`src/design/mip_pkg.sv`:
```
// constants, types and helpers shared by the multilevel interrupt prioritizer
package mip_pkg;
  localparam int NUM_SRC = 13;
  localparam int IDX_W = $clog2(NUM_SRC);
  localparam int VEC_W = 16;
  typedef logic [VEC_W-1:0] mip_word_addr_t;
  typedef logic [IDX_W-1:0] mip_idx_t;
  typedef logic [NUM_SRC-1:0] mip_mask_t;
  typedef logic [2:0] mip_rank_t;
  typedef logic [3:0] mip_act_t;
  typedef enum logic [1:0] {LVL_OFF, LVL_LOW, LVL_MED, LVL_HIGH} mip_level_t;

  // ranks, higher wins; active bit r-1 marks a running handler of rank r
  localparam mip_rank_t RANK_NONE = 3'h0;
  localparam mip_rank_t RANK_LOW = 3'h1;
  localparam mip_rank_t RANK_MED = 3'h2;
  localparam mip_rank_t RANK_HIGH = 3'h3;
  localparam mip_rank_t RANK_NMI = 3'h4;
  localparam mip_act_t ACT_RST = 4'h0;

  // word addresses in program memory
  localparam mip_word_addr_t OSC_FAIL_VECTOR = 16'h0002;
  localparam mip_word_addr_t PORT_R_PIN_VECTOR = 16'h0004;
  localparam mip_word_addr_t DMA_VECTOR_BASE = 16'h0006;
  localparam mip_word_addr_t RTC_VECTOR_BASE = 16'h000E;
  localparam mip_word_addr_t TIMER_C_FOUR_CH_VECTOR_BASE = 16'h0018;
  localparam mip_word_addr_t TIMER_C_TWO_CH_VECTOR_BASE = 16'h0024;
  localparam mip_word_addr_t ADC_VECTOR_BASE = 16'h0044;
  localparam mip_word_addr_t SERIAL_D_VECTOR_BASE = 16'h0050;
  localparam mip_word_addr_t BOOT_SECTION_WORD = 16'h2000;
  localparam mip_word_addr_t APP_SECTION_WORD = 16'h0000;
  localparam mip_word_addr_t OFS_0 = 16'h0000;
  localparam mip_word_addr_t OFS_1 = 16'h0002;

  // source table, sorted by ascending vector; index 0 is the oscillator failure event
  localparam mip_idx_t NMI_SRC = mip_idx_t'(0);
  localparam mip_idx_t LAST_LOW_RST = mip_idx_t'(NUM_SRC - 1);
  localparam mip_word_addr_t SRC_BASE [NUM_SRC] = '{OSC_FAIL_VECTOR, PORT_R_PIN_VECTOR,
    DMA_VECTOR_BASE, DMA_VECTOR_BASE, RTC_VECTOR_BASE, RTC_VECTOR_BASE,
    TIMER_C_FOUR_CH_VECTOR_BASE, TIMER_C_FOUR_CH_VECTOR_BASE, TIMER_C_TWO_CH_VECTOR_BASE,
    TIMER_C_TWO_CH_VECTOR_BASE, ADC_VECTOR_BASE, SERIAL_D_VECTOR_BASE, SERIAL_D_VECTOR_BASE};
  localparam mip_word_addr_t SRC_OFS [NUM_SRC] = '{OFS_0, OFS_0, OFS_0, OFS_1, OFS_0, OFS_1,
    OFS_0, OFS_1, OFS_0, OFS_1, OFS_0, OFS_0, OFS_1};

  // wake-up halt length in core clock cycles
  localparam logic [2:0] WAKE_HALT_CYCLES = 3'h4;
  localparam logic [2:0] HALT_CNT_RST = 3'h0;

  typedef struct packed {
    logic enable;
    mip_level_t level;
  } mip_src_cfg_t;

  typedef struct packed {
    logic valid;
    mip_rank_t rank;
    mip_word_addr_t vector;
  } mip_core_req_t;

  localparam mip_core_req_t CORE_REQ_RST = '{valid: 1'b0, rank: RANK_NONE, vector: APP_SECTION_WORD};

  // lowest set index of a mask, zero when empty
  function automatic mip_idx_t mip_first_set(input mip_mask_t m);
    mip_idx_t r;
    r = '0;
    for (int i = NUM_SRC - 1; i >= 0; i--) begin
      if (m[i]) begin
        r = mip_idx_t'(i);
      end
    end
    return r;
  endfunction : mip_first_set

  // mask of all indices strictly above k
  function automatic mip_mask_t mip_above(input mip_idx_t k);
    mip_mask_t r;
    r = '0;
    for (int i = 0; i < NUM_SRC; i++) begin
      r[i] = (i > int'(k));
    end
    return r;
  endfunction : mip_above

  // vector of a source: peripheral base plus offset, moved to the boot section on request
  function automatic mip_word_addr_t mip_vec_of(input mip_idx_t i, input logic boot,
                                                input mip_word_addr_t bootStart);
    return SRC_BASE[i] + SRC_OFS[i] + (boot ? bootStart : APP_SECTION_WORD);
  endfunction : mip_vec_of

  // rank of the highest running handler
  function automatic mip_rank_t mip_top_rank(input mip_act_t a);
    return a[3] ? RANK_NMI : a[2] ? RANK_HIGH : a[1] ? RANK_MED : a[0] ? RANK_LOW : RANK_NONE;
  endfunction : mip_top_rank

  // active bit belonging to a rank
  function automatic mip_act_t mip_rank_bit(input mip_rank_t r);
    return (r == RANK_NONE) ? 4'h0 : mip_act_t'(4'h1 << (r - RANK_LOW));
  endfunction : mip_rank_bit
endpackage : mip_pkg

```
`src/design/mip_prioritizer.sv`:
```
// multilevel interrupt prioritizer: arbitration, dispatch to the core and wake-up halt
//
// How it works
// - every source except the oscillator failure event (index 0) picks low, medium or high level on its own
// - each source has its own enable, level and a distinct vector
// - an enabled source requests while its condition is present
// - on acknowledge the program counter is loaded with the request's vector
// - a medium request may preempt a running low handler
// - a high request may preempt a running medium or low handler
// - within one level the lowest vector address wins
// - low level offers a selectable round-robin order
// - a non-maskable class ignores the level enables
// - vector equals peripheral base plus interrupt offset
// - all vectors and bases are word addresses
// - the vector table can move between application and boot section
// - oscillator and PLL failure uses word 0x0002 and is non-maskable
// - port R at 0x0004, DMA base 0x0006, real-time counter base 0x000E
// - four-channel timer base 0x0018, two-channel timer base 0x0024
// - converter base 0x0044, serial port D base 0x0050
// - on wake-up, higher pending requests are dispatched before the waking one
// - after wake-up the core stays halted four cycles
`timescale 1ns/100ps
module mip_prioritizer #(
  parameter mip_pkg::mip_word_addr_t BOOT_START = mip_pkg::BOOT_SECTION_WORD
) (
  input wire logic core_clk,
  input wire logic rstn,
  input wire logic [mip_pkg::NUM_SRC-1:0] srcCond,
  input wire mip_pkg::mip_src_cfg_t [mip_pkg::NUM_SRC-1:0] srcCfg,
  input wire logic [2:0] lvlEnable,
  input wire logic globalIntEn,
  input wire logic roundRobinEn,
  input wire logic vectorsInBoot,
  input wire logic sleepActive,
  input wire logic intAck,
  input wire logic retiDone,
  output mip_pkg::mip_core_req_t coreReq,
  output logic pcLoad,
  output mip_pkg::mip_word_addr_t pcVector,
  output logic [mip_pkg::NUM_SRC-1:0] srcAck,
  output logic [3:0] activeLevels,
  output logic cpuHalt,
  output logic wakeUp
);
  import mip_pkg::*;

  typedef enum logic {ST_RUN, ST_WAKE} mip_state_t;

  // ****************************************
  // declarations
  // ****************************************
  mip_core_req_t coreReq_reg;
  mip_core_req_t coreReq_next;
  logic pcLoad_reg;
  mip_word_addr_t pcVector_reg;
  mip_mask_t srcAck_reg;
  mip_mask_t srcAck_next;
  mip_act_t activeLevels_reg;
  mip_act_t activeLevels_next;
  mip_idx_t reqIdx_reg;
  mip_idx_t lastLow_reg;
  mip_idx_t lastLow_next;
  mip_state_t state_reg;
  mip_state_t state_next;
  logic [2:0] haltCnt_reg;
  logic [2:0] haltCnt_next;
  logic cpuHalt_reg;
  logic wakeUp_reg;

  mip_mask_t srcEnVec;
  mip_mask_t srcReq;
  mip_mask_t lowMask;
  mip_mask_t medMask;
  mip_mask_t highMask;
  mip_mask_t lowG;
  mip_mask_t medG;
  mip_mask_t highG;
  mip_mask_t lowAbove;
  mip_idx_t lowIdx;
  mip_idx_t highFirst;
  mip_idx_t winIdx;
  mip_rank_t winRank;
  mip_rank_t activeRank;
  mip_act_t retiMask;
  mip_act_t ackSetMask;
  logic nmiPend;
  logic eligible;
  logic runOk;
  logic ackTaken;
  logic wakeStart;

  // ****************************************
  // request collection
  // ****************************************
  // each source owns enable and level; index 0 ignores its level field
  for (genvar g = 0; g < NUM_SRC; g++) begin : g_src
    assign srcEnVec[g] = srcCfg[g].enable;
    assign lowMask[g] = srcReq[g] && (srcCfg[g].level == LVL_LOW) && (g != int'(NMI_SRC));
    assign medMask[g] = srcReq[g] && (srcCfg[g].level == LVL_MED) && (g != int'(NMI_SRC));
    assign highMask[g] = srcReq[g] && (srcCfg[g].level == LVL_HIGH) && (g != int'(NMI_SRC));
  end

  // condition gated by the source's own enable
  assign srcReq = srcCond & srcEnVec;

  // level enables and global flag mask maskable levels only
  assign lowG = lowMask & {NUM_SRC{globalIntEn && lvlEnable[0]}};
  assign medG = medMask & {NUM_SRC{globalIntEn && lvlEnable[1]}};
  assign highG = highMask & {NUM_SRC{globalIntEn && lvlEnable[2]}};
  assign nmiPend = srcReq[NMI_SRC];

  // ****************************************
  // arbitration
  // ****************************************
  // round robin searches above the last granted low source, then wraps
  assign lowAbove = lowG & mip_above(lastLow_reg);
  assign lowIdx = (roundRobinEn && (|lowAbove)) ? mip_first_set(lowAbove) : mip_first_set(lowG);
  assign highFirst = mip_first_set(highG);

  // non-maskable first, then high, medium, low; lowest index is lowest vector
  assign winRank = nmiPend ? RANK_NMI :
                   (|highG) ? RANK_HIGH :
                   (|medG) ? RANK_MED :
                   (|lowG) ? RANK_LOW : RANK_NONE;
  assign winIdx = nmiPend ? NMI_SRC :
                  (|highG) ? highFirst :
                  (|medG) ? mip_first_set(medG) : lowIdx;

  // a request is offered only above the highest running handler
  assign activeRank = mip_top_rank(activeLevels_reg);
  assign eligible = (winRank > activeRank);

  // the core takes nothing while asleep or halted after wake-up
  assign runOk = (state_reg == ST_RUN) && !sleepActive;
  assign ackTaken = intAck && coreReq_reg.valid;

  // offered request; dropped for the cycle after an acknowledge so it is not taken twice
  assign coreReq_next = '{valid: eligible && runOk && !ackTaken,
                          rank: winRank,
                          vector: mip_vec_of(winIdx, vectorsInBoot, BOOT_START)};

  // ****************************************
  // handler bookkeeping
  // ****************************************
  // return clears the top running level, acknowledge marks the new one
  assign retiMask = retiDone ? mip_rank_bit(activeRank) : 4'h0;
  assign ackSetMask = ackTaken ? mip_rank_bit(coreReq_reg.rank) : 4'h0;
  assign activeLevels_next = (activeLevels_reg & ~retiMask) | ackSetMask;

  // one-cycle clear pulse back to the granted source
  assign srcAck_next = ackTaken ? (mip_mask_t'(1) << reqIdx_reg) : '0;
  assign lastLow_next = (ackTaken && (coreReq_reg.rank == RANK_LOW)) ? reqIdx_reg : lastLow_reg;

  // ****************************************
  // wake-up halt
  // ****************************************
  assign wakeStart = (state_reg == ST_RUN) && sleepActive && eligible;

  // halt sequencer: four cycles of halt, then dispatch by priority
  always_comb begin
    state_next = state_reg;
    haltCnt_next = haltCnt_reg;
    unique case (state_reg)
      ST_RUN: begin
        if (wakeStart) begin
          state_next = ST_WAKE;
          haltCnt_next = WAKE_HALT_CYCLES - 3'h1;
        end
      end
      ST_WAKE: begin
        if (haltCnt_reg == HALT_CNT_RST) begin
          state_next = ST_RUN;
        end else begin
          haltCnt_next = haltCnt_reg - 3'h1;
        end
      end
    endcase
  end

  // ****************************************
  // registers
  // ****************************************
  // request and dispatch path
  always_ff @(posedge core_clk) begin
    if (!rstn) begin
      coreReq_reg <= CORE_REQ_RST;
      pcLoad_reg <= 1'b0;
      pcVector_reg <= APP_SECTION_WORD;
      srcAck_reg <= '0;
      reqIdx_reg <= NMI_SRC;
    end else begin
      coreReq_reg <= coreReq_next;
      pcLoad_reg <= ackTaken;
      pcVector_reg <= ackTaken ? coreReq_reg.vector : pcVector_reg;
      srcAck_reg <= srcAck_next;
      reqIdx_reg <= winIdx;
    end
  end

  // level state, round-robin pointer and halt sequencer
  always_ff @(posedge core_clk) begin
    if (!rstn) begin
      activeLevels_reg <= ACT_RST;
      lastLow_reg <= LAST_LOW_RST;
      state_reg <= ST_RUN;
      haltCnt_reg <= HALT_CNT_RST;
      cpuHalt_reg <= 1'b0;
      wakeUp_reg <= 1'b0;
    end else begin
      activeLevels_reg <= activeLevels_next;
      lastLow_reg <= lastLow_next;
      state_reg <= state_next;
      haltCnt_reg <= haltCnt_next;
      cpuHalt_reg <= (state_next == ST_WAKE);
      wakeUp_reg <= wakeStart;
    end
  end

  // outputs straight from flops
  assign coreReq = coreReq_reg;
  assign pcLoad = pcLoad_reg;
  assign pcVector = pcVector_reg;
  assign srcAck = srcAck_reg;
  assign activeLevels = activeLevels_reg;
  assign cpuHalt = cpuHalt_reg;
  assign wakeUp = wakeUp_reg;
endmodule : mip_prioritizer

```
`config.mk`:
```
export PLATFORM = sky130hd
export DESIGN_NAME = mip_prioritizer
export DESIGN_NICKNAME = d
export VERILOG_FILES = /design/src/design/mip_pkg.sv /design/src/design/mip_prioritizer.sv
export SDC_FILE = /design/constraint.sdc
export NUM_CORES = 1
export LEC_CHECK = 0
export ABC_AREA = 1
export BUFFER_PORTS_ARGS = -buffer_cell sky130_fd_sc_hd__clkbuf_2
export CORE_MARGIN = 1
export CORE_UTILIZATION = 55
export DETAILED_ROUTE_END_ITERATION = 16
export PLACE_DENSITY = 0.94
export SLEW_MARGIN = 0
export SYNTH_ARGS = -nofsm -noshare
export SYNTH_HDL_FRONTEND = slang
export SYNTH_SLANG_ARGS = --single-unit
```
`constraint.sdc`:
```
create_clock -name core_clk -period 6.9 [get_ports core_clk]
set_clock_uncertainty 0.05 [all_clocks]
set_input_delay 0.69 -clock core_clk [delete_from_list [all_inputs] [get_ports core_clk]]
set_output_delay 0.69 -clock core_clk [all_outputs]
set_load 0.02 [all_outputs]
```
==> results of run 1 <==
==> metal layers <==
metal,up-vias,global-route usage
li1,1902,-
met1,1645,0.289
met2,130,0.473
met3,16,0.0393
met4,0,0.0982
met5,-,0
==> metrics by stage <==
step	hold WS (ns)	utilization	power, mW	setup slack (ns)
2_1_floorplan	0.389	-	0.458	4.01
3_3_place_gp	0.398	0.656	0.498	3.60
3_5_place_dp	0.402	0.656	0.508	3.48
4_1_cts	0.430	0.675	0.709	3.81
5_1_grt	0.454	0.675	0.746	3.52
6_report	0.433	0.675	0.708	3.77
==> worst max path at each step <==
stage	endpoint	slack, ns	cells past startpoint
finish	coreReq[3]	3.77	18
global placement	coreReq[5]	3.60	18
floorplan	coreReq[3]	4.01	23
detailed placement	haltCnt_reg[2]	3.48	19
CTS	haltCnt_reg[2]	3.81	19
global route	haltCnt_reg[0]	3.52	20
==> cell families after synthesis <==
kind of cell / after synthesis
and+or+nand+nor: 323
AOI/OAI and AO/OA: 60
adders and majority gates: 8
DFF: 51
other: 1
buffers and inverters: 109
==> cell type report <==
class,instances,share of cell area
multi-input cells,408,0.490
repair buffers,100,0.125
inverters,84,0.0800
clock inverters,3,0.0109
clock buffers,5,0.0171
flip-flops and latches,51,0.254
well taps,75,0.0234
==> cells in the mapped netlist (2+ instances only) <==
library cell and n:
a21oi_1 23, a21oi_2 3, a31oi_1 4, and2_1 6, buf_2 2, buf_4 17
clkbuf_1 5, dfxtp_1 51, ha_1 8, inv_1 73, inv_2 7, inv_4 2
nand2_1 137, nand2_2 13, nand2_4 4, nand3_1 41, nand3_2 6, nand4_1 7
nor2_1 78, nor2_2 10, nor3_1 17, o211ai_1 2, o21ai_0 21, o21ai_1 3
or2_2 2
==> critical path: stages <==
cell	delay, ns
clkbuf_2	0.23
nand2_8	0.15
inv_4	0.06
nand4_1	0.12
nand2_1	0.07
nor2_1	0.18
nand2_1	0.14
nor2_4	0.24
nand2_1	0.07
a21oi_1	0.18
nand2_1	0.14
nand2_1	0.14
nor2_1	0.06
o21a_1	0.17
ha_1	0.21
ha_1	0.23
o21ai_1	0.14
a21oi_1	0.05
==> report_power, final <==
part           leakage, nW  switching, mW  total (mW)  internal, mW
sequential           0.415         0.0106       0.322         0.311
combinational         1.73          0.121       0.183        0.0621
clock               0.0581         0.0949       0.203         0.108
==> impl_metrics.tcl, run 1 <==
set metrics [dict create \
    status "finished, final reports clean" \
    synth_seq_area_share 0.299 \
    drtIter0Drc 246 \
    muxShareOfSynthArea 0 \
    stdcell_area_um2 4020 \
    drc_errors 0 \
    synth_area_per_cell_um2 6.19 \
    cts_resized 0 \
    syn2layout_area_growth_pct 17.5 \
    avgRoutedWirePerCell_um 11.1 \
    instances_no_fill 726 \
    synth.area.top_cells "dfxtp_1 30%, nand2_1 15%, nor2_1 8.6%" \
    tns_ns 0 \
    cts_hold_buffers 0 \
    synthArstFlopShare 0 \
    crit_path_end_kind "flop" \
    core_area_um2 5960 \
    critPathLaunch "globalIntEn" \
    synth-edff-count 0 \
    gp_congestion 0.946 \
    place_inst 718 \
    setup_viol 0 \
    path_max_fanout 10 \
    top_layer_used "met4" \
    arrival_ns 3.27 \
    synthAdderAreaFrac 0.0293 \
    cp.required_ns 7.04 \
    relSlewSlack 0.596 \
    min_from "haltCnt_reg[0]" \
    die_h_um 80.8 \
    cts_max_level 2 \
    route.met2.wl_mm 4.08 \
    min_path_cells 2 \
    timing.final.crit_share 0.453 \
    multi_input_area_um2 1970 \
    synth_flop_cell "dfxtp_1" \
    wl_met3_um 469 \
    hold_path_class "reg2reg" \
    ys_ff_latch 51 \
    synthSimpleGateAreaFrac 0.430 \
    antennaDiodeCount 0 \
    rr_startpoint "lastLow_reg[2]" \
    rr_endpoint "coreReq[3]" \
    cts_tree "done" \
    initial_core_util 0.574 \
    clk_path_buf_depth 2 \
    register_area_um2 1020 \
    synth_cell_types 35 \
    drive_gt1_frac 0.244 \
    fin_crit_ns 3.13 \
    drv_cap 0 \
    layout_common_cells "137 x nand2_1, 100 x clkbuf_2, 78 x nor2_1" \
    die_area_um2 6530 \
    grt_pass1_wl_mm 13.3 \
    power.density_nw_per_um2 176 \
    maxSlewViolCount 0 \
    final_antenna_net_count 0 \
    root_buffer "clkbuf_8" \
    synthesis.area_um2 3420 \
    fillers 515 \
    synth_top_family_by_area "simple AND/OR/NAND/NOR gates" \
    io_pins 119 \
    worst-setup-path-type "in2reg" \
    fp-row-count 28 \
    port_buffers 100 \
    firstDrtPassIters 4 \
    synth_xor_area_frac 0 \
    grt_antenna_before_repair 0 \
    yosysWarnings 0 \
    p_leak_nw 2.21 \
    rsz0062_at_grt "false" \
    wl_mm 8.08 \
    synth_compound_area_frac 0.0974 \
    dpl.hpwl_mm 6.73 \
    worst_slew_pin_slew_ns 0.605 \
    clk_pin_slew_ns 0.09 \
    final_common_cell "nand2_1" \
    track_usage 0.255 \
    post_dp_cell_area_um2 3910 \
    r2r_slack_ns 4.11 \
    rr_worst_depth 22 \
    final-hold-violation-count 0 \
    grt_pass1_vias 3322 \
    grt_max_degree 21 \
    worst_skew_pair.late_latency_ns 0.30 \
    vias 3693 \
    cts_buffers 5 \
    fin_nets 721 \
    yosysTopAreaCell "dfxtp_1" \
    post-cts-setup-buffers 0 \
    grt-ovfl-total 0 \
    synth_top_area_frac 0.299 \
    startpoint_type "primary input" \
    via_per_inst 5.09 \
    largest_reg_flops 13 \
    dieWidth_um 80.8 \
    ir_worst_vdd_mv 0.168 \
    clock-sinks 51 \
    max_freq_mhz 320 \
    synth_cells 552 \
    drt-met1-wl_mm 3.36 \
    whs_endpoint "haltCnt_reg[0]" \
]
Power figures use the tool's default switching activity.
==> inputs of run 2 (changes only) <==
CORE_UTILIZATION = 51   (was 55)
PLACE_DENSITY = 0.88   (was 0.94)
clock period = 3.2 ns   (was 6.9 ns; I/O delays follow)
==> run 2 against run 1 <==
Compared with the run above: the run now ends with DRC left; worst setup slack got worse by 3.4 ns; global-route usage down 2.4 points; combinational power increased by 110%; critical path type is now reg2reg; largest power group unchanged.
==> impl_metrics.tcl, run 2 (synthesis gave the netlist of run 1 again) <==
set metrics [dict create \
    status "finished, violations left" \
    violations "DRC" \
    drtIter0Drc 212 \
    max_freq_mhz 358 \
    antennaDiodeCount 0 \
    grt_max_degree 21 \
    multi_input_area_um2 1970 \
    top_layer_used "met4" \
    internal_power_mw 0.956 \
    die_area_um2 7030 \
    final-hold-violation-count 0 \
    worstPathCellList "inv_2 > nand2_1 > nor2_1 > nand2_1 > nor2_2 > nor2_2 > nand2_2 > nand2_2 > nand2_2 > nor2_2 > nor2_1 > nand2_1 > nand2_1 > nand2_2 > nand2_4 > inv_2 > nor2_1 > o21ai_1 > o21a_1 > ha_1 > ha_1 > o21ai_1 > a21oi_1" \
    post-cts-setup-buffers 0 \
    drt-met1-wl_mm 3.46 \
    track_usage 0.230 \
    setup_viol 0 \
    wl_mm 7.70 \
    final_antenna_net_count 0 \
    worst_skew_pair.late_latency_ns 0.30 \
    cpMaxStageDelayCell "dfxtp_1" \
    path_max_fanout 7 \
    clk_pin_slew_ns 0.09 \
    root_buffer "clkbuf_8" \
    firstDrtPassIters 12 \
    syn2layout_area_growth_pct 16.8 \
    avgRoutedWirePerCell_um 10.6 \
    largest_reg_flops 13 \
    die_h_um 83.9 \
    hold_path_class "in2reg" \
    cp.required_ns 3.34 \
    io_pins 119 \
    layout_common_cells "137 x nand2_1, 100 x clkbuf_2, 78 x nor2_1" \
    p_leak_nw 2.19 \
    worst_slew_pin_slew_ns 0.640 \
    ir_worst_vdd_mv 0.197 \
    power.density_nw_per_um2 358 \
    grt_pass1_wl_mm 13.7 \
    port_buffers 100 \
    tns_ns 0 \
    relSlewSlack 0.573 \
    worst_path_largest_cell_delay_ns 0.38 \
    cts_buffers 5 \
    fin_crit_ns 2.80 \
    core_area_um2 6420 \
    drive_gt1_frac 0.243 \
    clock-sinks 51 \
    timing.final.crit_share 0.874 \
    rsz0062_at_grt "false" \
    setup_slack_ns 0.405 \
    grt-ovfl-total 0 \
    comb_power_share 0.272 \
    grt_antenna_before_repair 0 \
    initial_core_util 0.532 \
    dpl.hpwl_mm 6.39 \
    crit_path_end_kind "flop" \
    fp-row-count 29 \
    grt_pass1_vias 3329 \
    switchingPower_mw 0.473 \
    register_area_um2 1020 \
    gp_congestion 0.924 \
    place_ws_ns 0.184 \
    cts_resized 0 \
    whs_ns 0.154 \
    cts_tree "done" \
    drc_errors 14 \
    fin_nets 721 \
    fillers 610 \
    vias 3631 \
    cts_max_level 2 \
    final_common_cell "nand2_1" \
    maxSlewViolCount 0 \
    wl_met3_um 388 \
    swShare 0.331 \
    final_util 0.622 \
    clkPwrFrac 0.244 \
    clk_path_buf_depth 2 \
    startpoint_type "flop" \
    via_per_inst 4.99 \
    worst-setup-path-type "reg2reg" \
    arrival_ns 2.94 \
    drv_cap 0 \
    seqPwrFrac 0.484 \
    route.met2.wl_mm 3.70 \
    dieWidth_um 83.9 \
    cts_hold_buffers 0 \
]
run 2: cell types whose count changed in the layout (fill, tap and decap cells not counted), sizes merged:
cell / before / now
clkinvlp: 0 / 1
clkinv: 4 / 3
clkbuf: 105 / 106
bufinv: 1 / 0
run 2: worst paths after layout:
path | to | slack [ns] | from | cells past startpoint
min reg2reg | haltCnt_reg[0] | 0.43 | haltCnt_reg[0] | 2
min | coreReq[13] | 0.15 | vectorsInBoot | 3
max reg2reg | coreReq[3] | 0.40 | lastLow_reg[2] | 23
max | coreReq[3] | 0.40 | lastLow_reg[2] | 23
run 2: final cells by class:
type	instances	share of cell area
Inverter	84	0.0805
Sequential cell	51	0.256
Multi-Input combinational cell	408	0.493
Clock inverter	2	0.00313
Clock buffer	6	0.0182
Tap cell	77	0.0241
Timing Repair Buffer	100	0.125
run 2: metrics by stage:
| step | cell area, µm² | total power, mW | instances |
|---|---|---|---|
| floorplan | 3480 | 0.989 | 568 |
| global route | 3990 | 1.52 | 728 |
| detailed placement | 3910 | 1.09 | 720 |
| global placement | 3910 | 1.07 | 720 |
| finish | 3990 | 1.43 | 728 |
| CTS | 3990 | 1.43 | 728 |
run 2: per-layer routing:
metal / GRT usage / up-vias
li1: - / 1899
met1: 0.285 / 1583
met2: 0.409 / 132
met3: 0.0346 / 17
met4: 0.0737 / 0
met5: 0 / -
run 2: power by group through the flow:
stage	Combinational, mW	Sequential (mW)	Clock [mW]
detailed placement	0.382	0.707	0
global placement	0.368	0.706	0
CTS	0.384	0.692	0.355
global route	0.440	0.697	0.382
finish	0.388	0.692	0.349
floorplan	0.252	0.736	0
run 2: worst max-delay path, delay by kind of cell, from the launching register on:
| family | cells | cell delay (ns) |
|---|---|---|
| compound gates | 4 | 0.37 |
| simple gates | 15 | 1.31 |
| flops | 1 | 0.38 |
| fa+ha+maj | 2 | 0.40 |
| buf+inv | 2 | 0.15 |
==> inputs of run 3 (changes only) <==
clock period = 2.95 ns   (was 3.2 ns; I/O delays follow)
==> run 3 against run 2 <==
Compared with the run above: the flow still finishes with violations (DRC); critical path depth unchanged; global-route usage fell by 0.34 points; power is 14% higher; non-clock buffer count is 3 higher; worst hold slack worse by 0.018 ns; sequential cell count stayed put; critical path type unchanged; highest routed layer unchanged.
==> impl_metrics.tcl, run 3 (synthesis gave the netlist of run 1 again) <==
set metrics [dict create \
    max_freq_mhz 370 \
    cts_tree "done" \
    drv_cap 0 \
    relSlewSlack 0.605 \
    fin_crit_ns 2.70 \
    clkPwrFrac 0.277 \
    r2r_slack_ns 0.25 \
    dieWidth_um 83.9 \
    worst-setup-path-type "reg2reg" \
    die_area_um2 7030 \
    grt_pass1_vias 3369 \
    stdcell_area_um2 4050 \
    min_from "vectorsInBoot" \
    largest_reg_flops 13 \
    fin_nets 724 \
    worstPathCellList "inv_2 > nand2_1 > nor2_2 > nand2_1 > nor2_4 > nor2_2 > nand2_2 > nand2_2 > nand2_2 > nor2_2 > nor2_1 > nand2_1 > nand2_1 > nand2_2 > nand2_4 > inv_2 > nor2_1 > o21ai_1 > o21a_1 > ha_1 > ha_1 > o21ai_1 > a21oi_1" \
    drive_gt1_frac 0.253 \
    final_antenna_net_count 0 \
    p_leak_nw 2.22 \
    critPathLaunch "lastLow_reg[2]" \
    path_max_fanout 7 \
    worst_slew_pin_slew_ns 0.592 \
    cts_buffers 5 \
    clk_pin_slew_ns 0.08 \
    core_area_um2 6420 \
    fp-row-count 29 \
    power.density_nw_per_um2 401 \
    final-hold-violation-count 0 \
    path_buf_inv 2 \
    die_h_um 83.9 \
    port_buffers 100 \
    initial_core_util 0.532 \
    startpoint_type "flop" \
    violations "DRC" \
    fillers 592 \
    cp_top_family "simple AND/OR/NAND/NOR gates" \
    syn2layout_area_growth_pct 18.5 \
    final_common_cell "nand2_1" \
    rsz0062_at_grt "false" \
    comb_power_share 0.262 \
    avgRoutedWirePerCell_um 10.6 \
    rr_startpoint "lastLow_reg[2]" \
    drtIter0Drc 189 \
    layout_common_cells "137 x nand2_1, 99 x clkbuf_2, 76 x nor2_1" \
    post-cts-setup-buffers 0 \
    cts_max_level 2 \
    timing.final.crit_share 0.915 \
    grt_antenna_before_repair 0 \
    io_pins 119 \
    maxSlewViolCount 0 \
    clock-sinks 51 \
    gp_congestion 0.916 \
    clk_path_buf_depth 2 \
    seqPwrFrac 0.461 \
    worst_path_largest_cell_delay_ns 0.37 \
    grt_max_degree 21 \
    root_buffer "clkbuf_8" \
    antennaDiodeCount 0 \
    setup_viol 0 \
    status "finished, violations left" \
    firstDrtPassIters 11 \
    switchingPower_mw 0.503 \
    wl_mm 7.71 \
    post_dp_cell_area_um2 3930 \
    swShare 0.309 \
    cpMaxStageDelayCell "dfxtp_4" \
    dpl.hpwl_mm 6.31 \
    drc_errors 14 \
    place_ws_ns -0.0351 \
    internal_power_mw 1.12 \
    crit_path_end_kind "flop" \
    vias 3676 \
    cp.required_ns 3.08 \
    track_usage 0.227 \
    setup_slack_ns 0.250 \
    hold_path_class "in2reg" \
    grt_pass1_wl_mm 13.4 \
    worst_skew_pair.late_latency_ns 0.29 \
    arrival_ns 2.83 \
    via_per_inst 5.04 \
    ir_worst_vdd_mv 0.241 \
    grt-ovfl-total 0 \
]
==> run 3: cell count changes in the layout (fill, tap and decap cells not counted), moves of 2 or more <==
cell	previous run	this run
buf_4	0	3
dfxtp_1	51	48
dfxtp_4	0	2
nor2_1	78	76
==> run 3: tightest hold or removal path, delay by kind of cell <==
kind                   cells  cell delay (ns)
buffers and inverters      2             0.12
and+or+nand+nor            1             0.04
==> run 3: worst paths after layout <==
path | to | cells after the start
worst max-delay path | coreReq[3] | 23
worst min-delay path | coreReq[13] | 3
worst max register to register | coreReq[3] | 23
worst min register to register | haltCnt_reg[2] | 2
==> run 3: layer usage <==
metal	part of all wire	global-route usage	up-vias	wire (µm)
met2	0.49	0.420	126	3770
met1	0.44	0.260	1638	3400
met5	0	0	-	0
met4	0.016	0.0846	0	122
met3	0.054	0.0376	12	419
li1	-	-	1900	-
==> run 3: final cells by class <==
type	count	area, µm²	area share
clock buffer	6	72.6	0.0179
clock inverter	1	30.0	0.00741
inverter	84	322	0.0794
multi-input combinational	408	1980	0.488
sequential	51	1030	0.254
tap	77	96.3	0.0238
timing repair buffer	103	523	0.129
==> run 3: timing repair <==
item / 4_1_cts / 5_1_grt
setup endpoints to repair: 0 / 3
endpoints found under the hold margin: 0 / 0
hold buffers: 0 / 0
resized for setup: 0 / 9
==> run 3: power by group through the flow <==
| stage | sequential (mW) | clock (mW) | combinational [mW] |
|---|---|---|---|
| 2_1_floorplan | 0.799 | 0 | 0.274 |
| 3_3_place_gp | 0.766 | 0 | 0.405 |
| 3_5_place_dp | 0.767 | 0 | 0.420 |
| 4_1_cts | 0.751 | 0.458 | 0.423 |
| 5_1_grt | 0.755 | 0.490 | 0.478 |
| 6_report | 0.749 | 0.450 | 0.425 |
==> run 3: through the flow <==
step	setup TNS, ns	utilization	power, mW	hold WS (ns)	cells
floorplan	0	-	1.07	0.343	568
global placement	0	0.612	1.17	0.398	723
detailed placement	-0.100	0.612	1.19	0.407	723
CTS	0	0.628	1.63	0.129	730
global route	0	0.631	1.72	0.145	730
finish	0	0.631	1.62	0.135	730
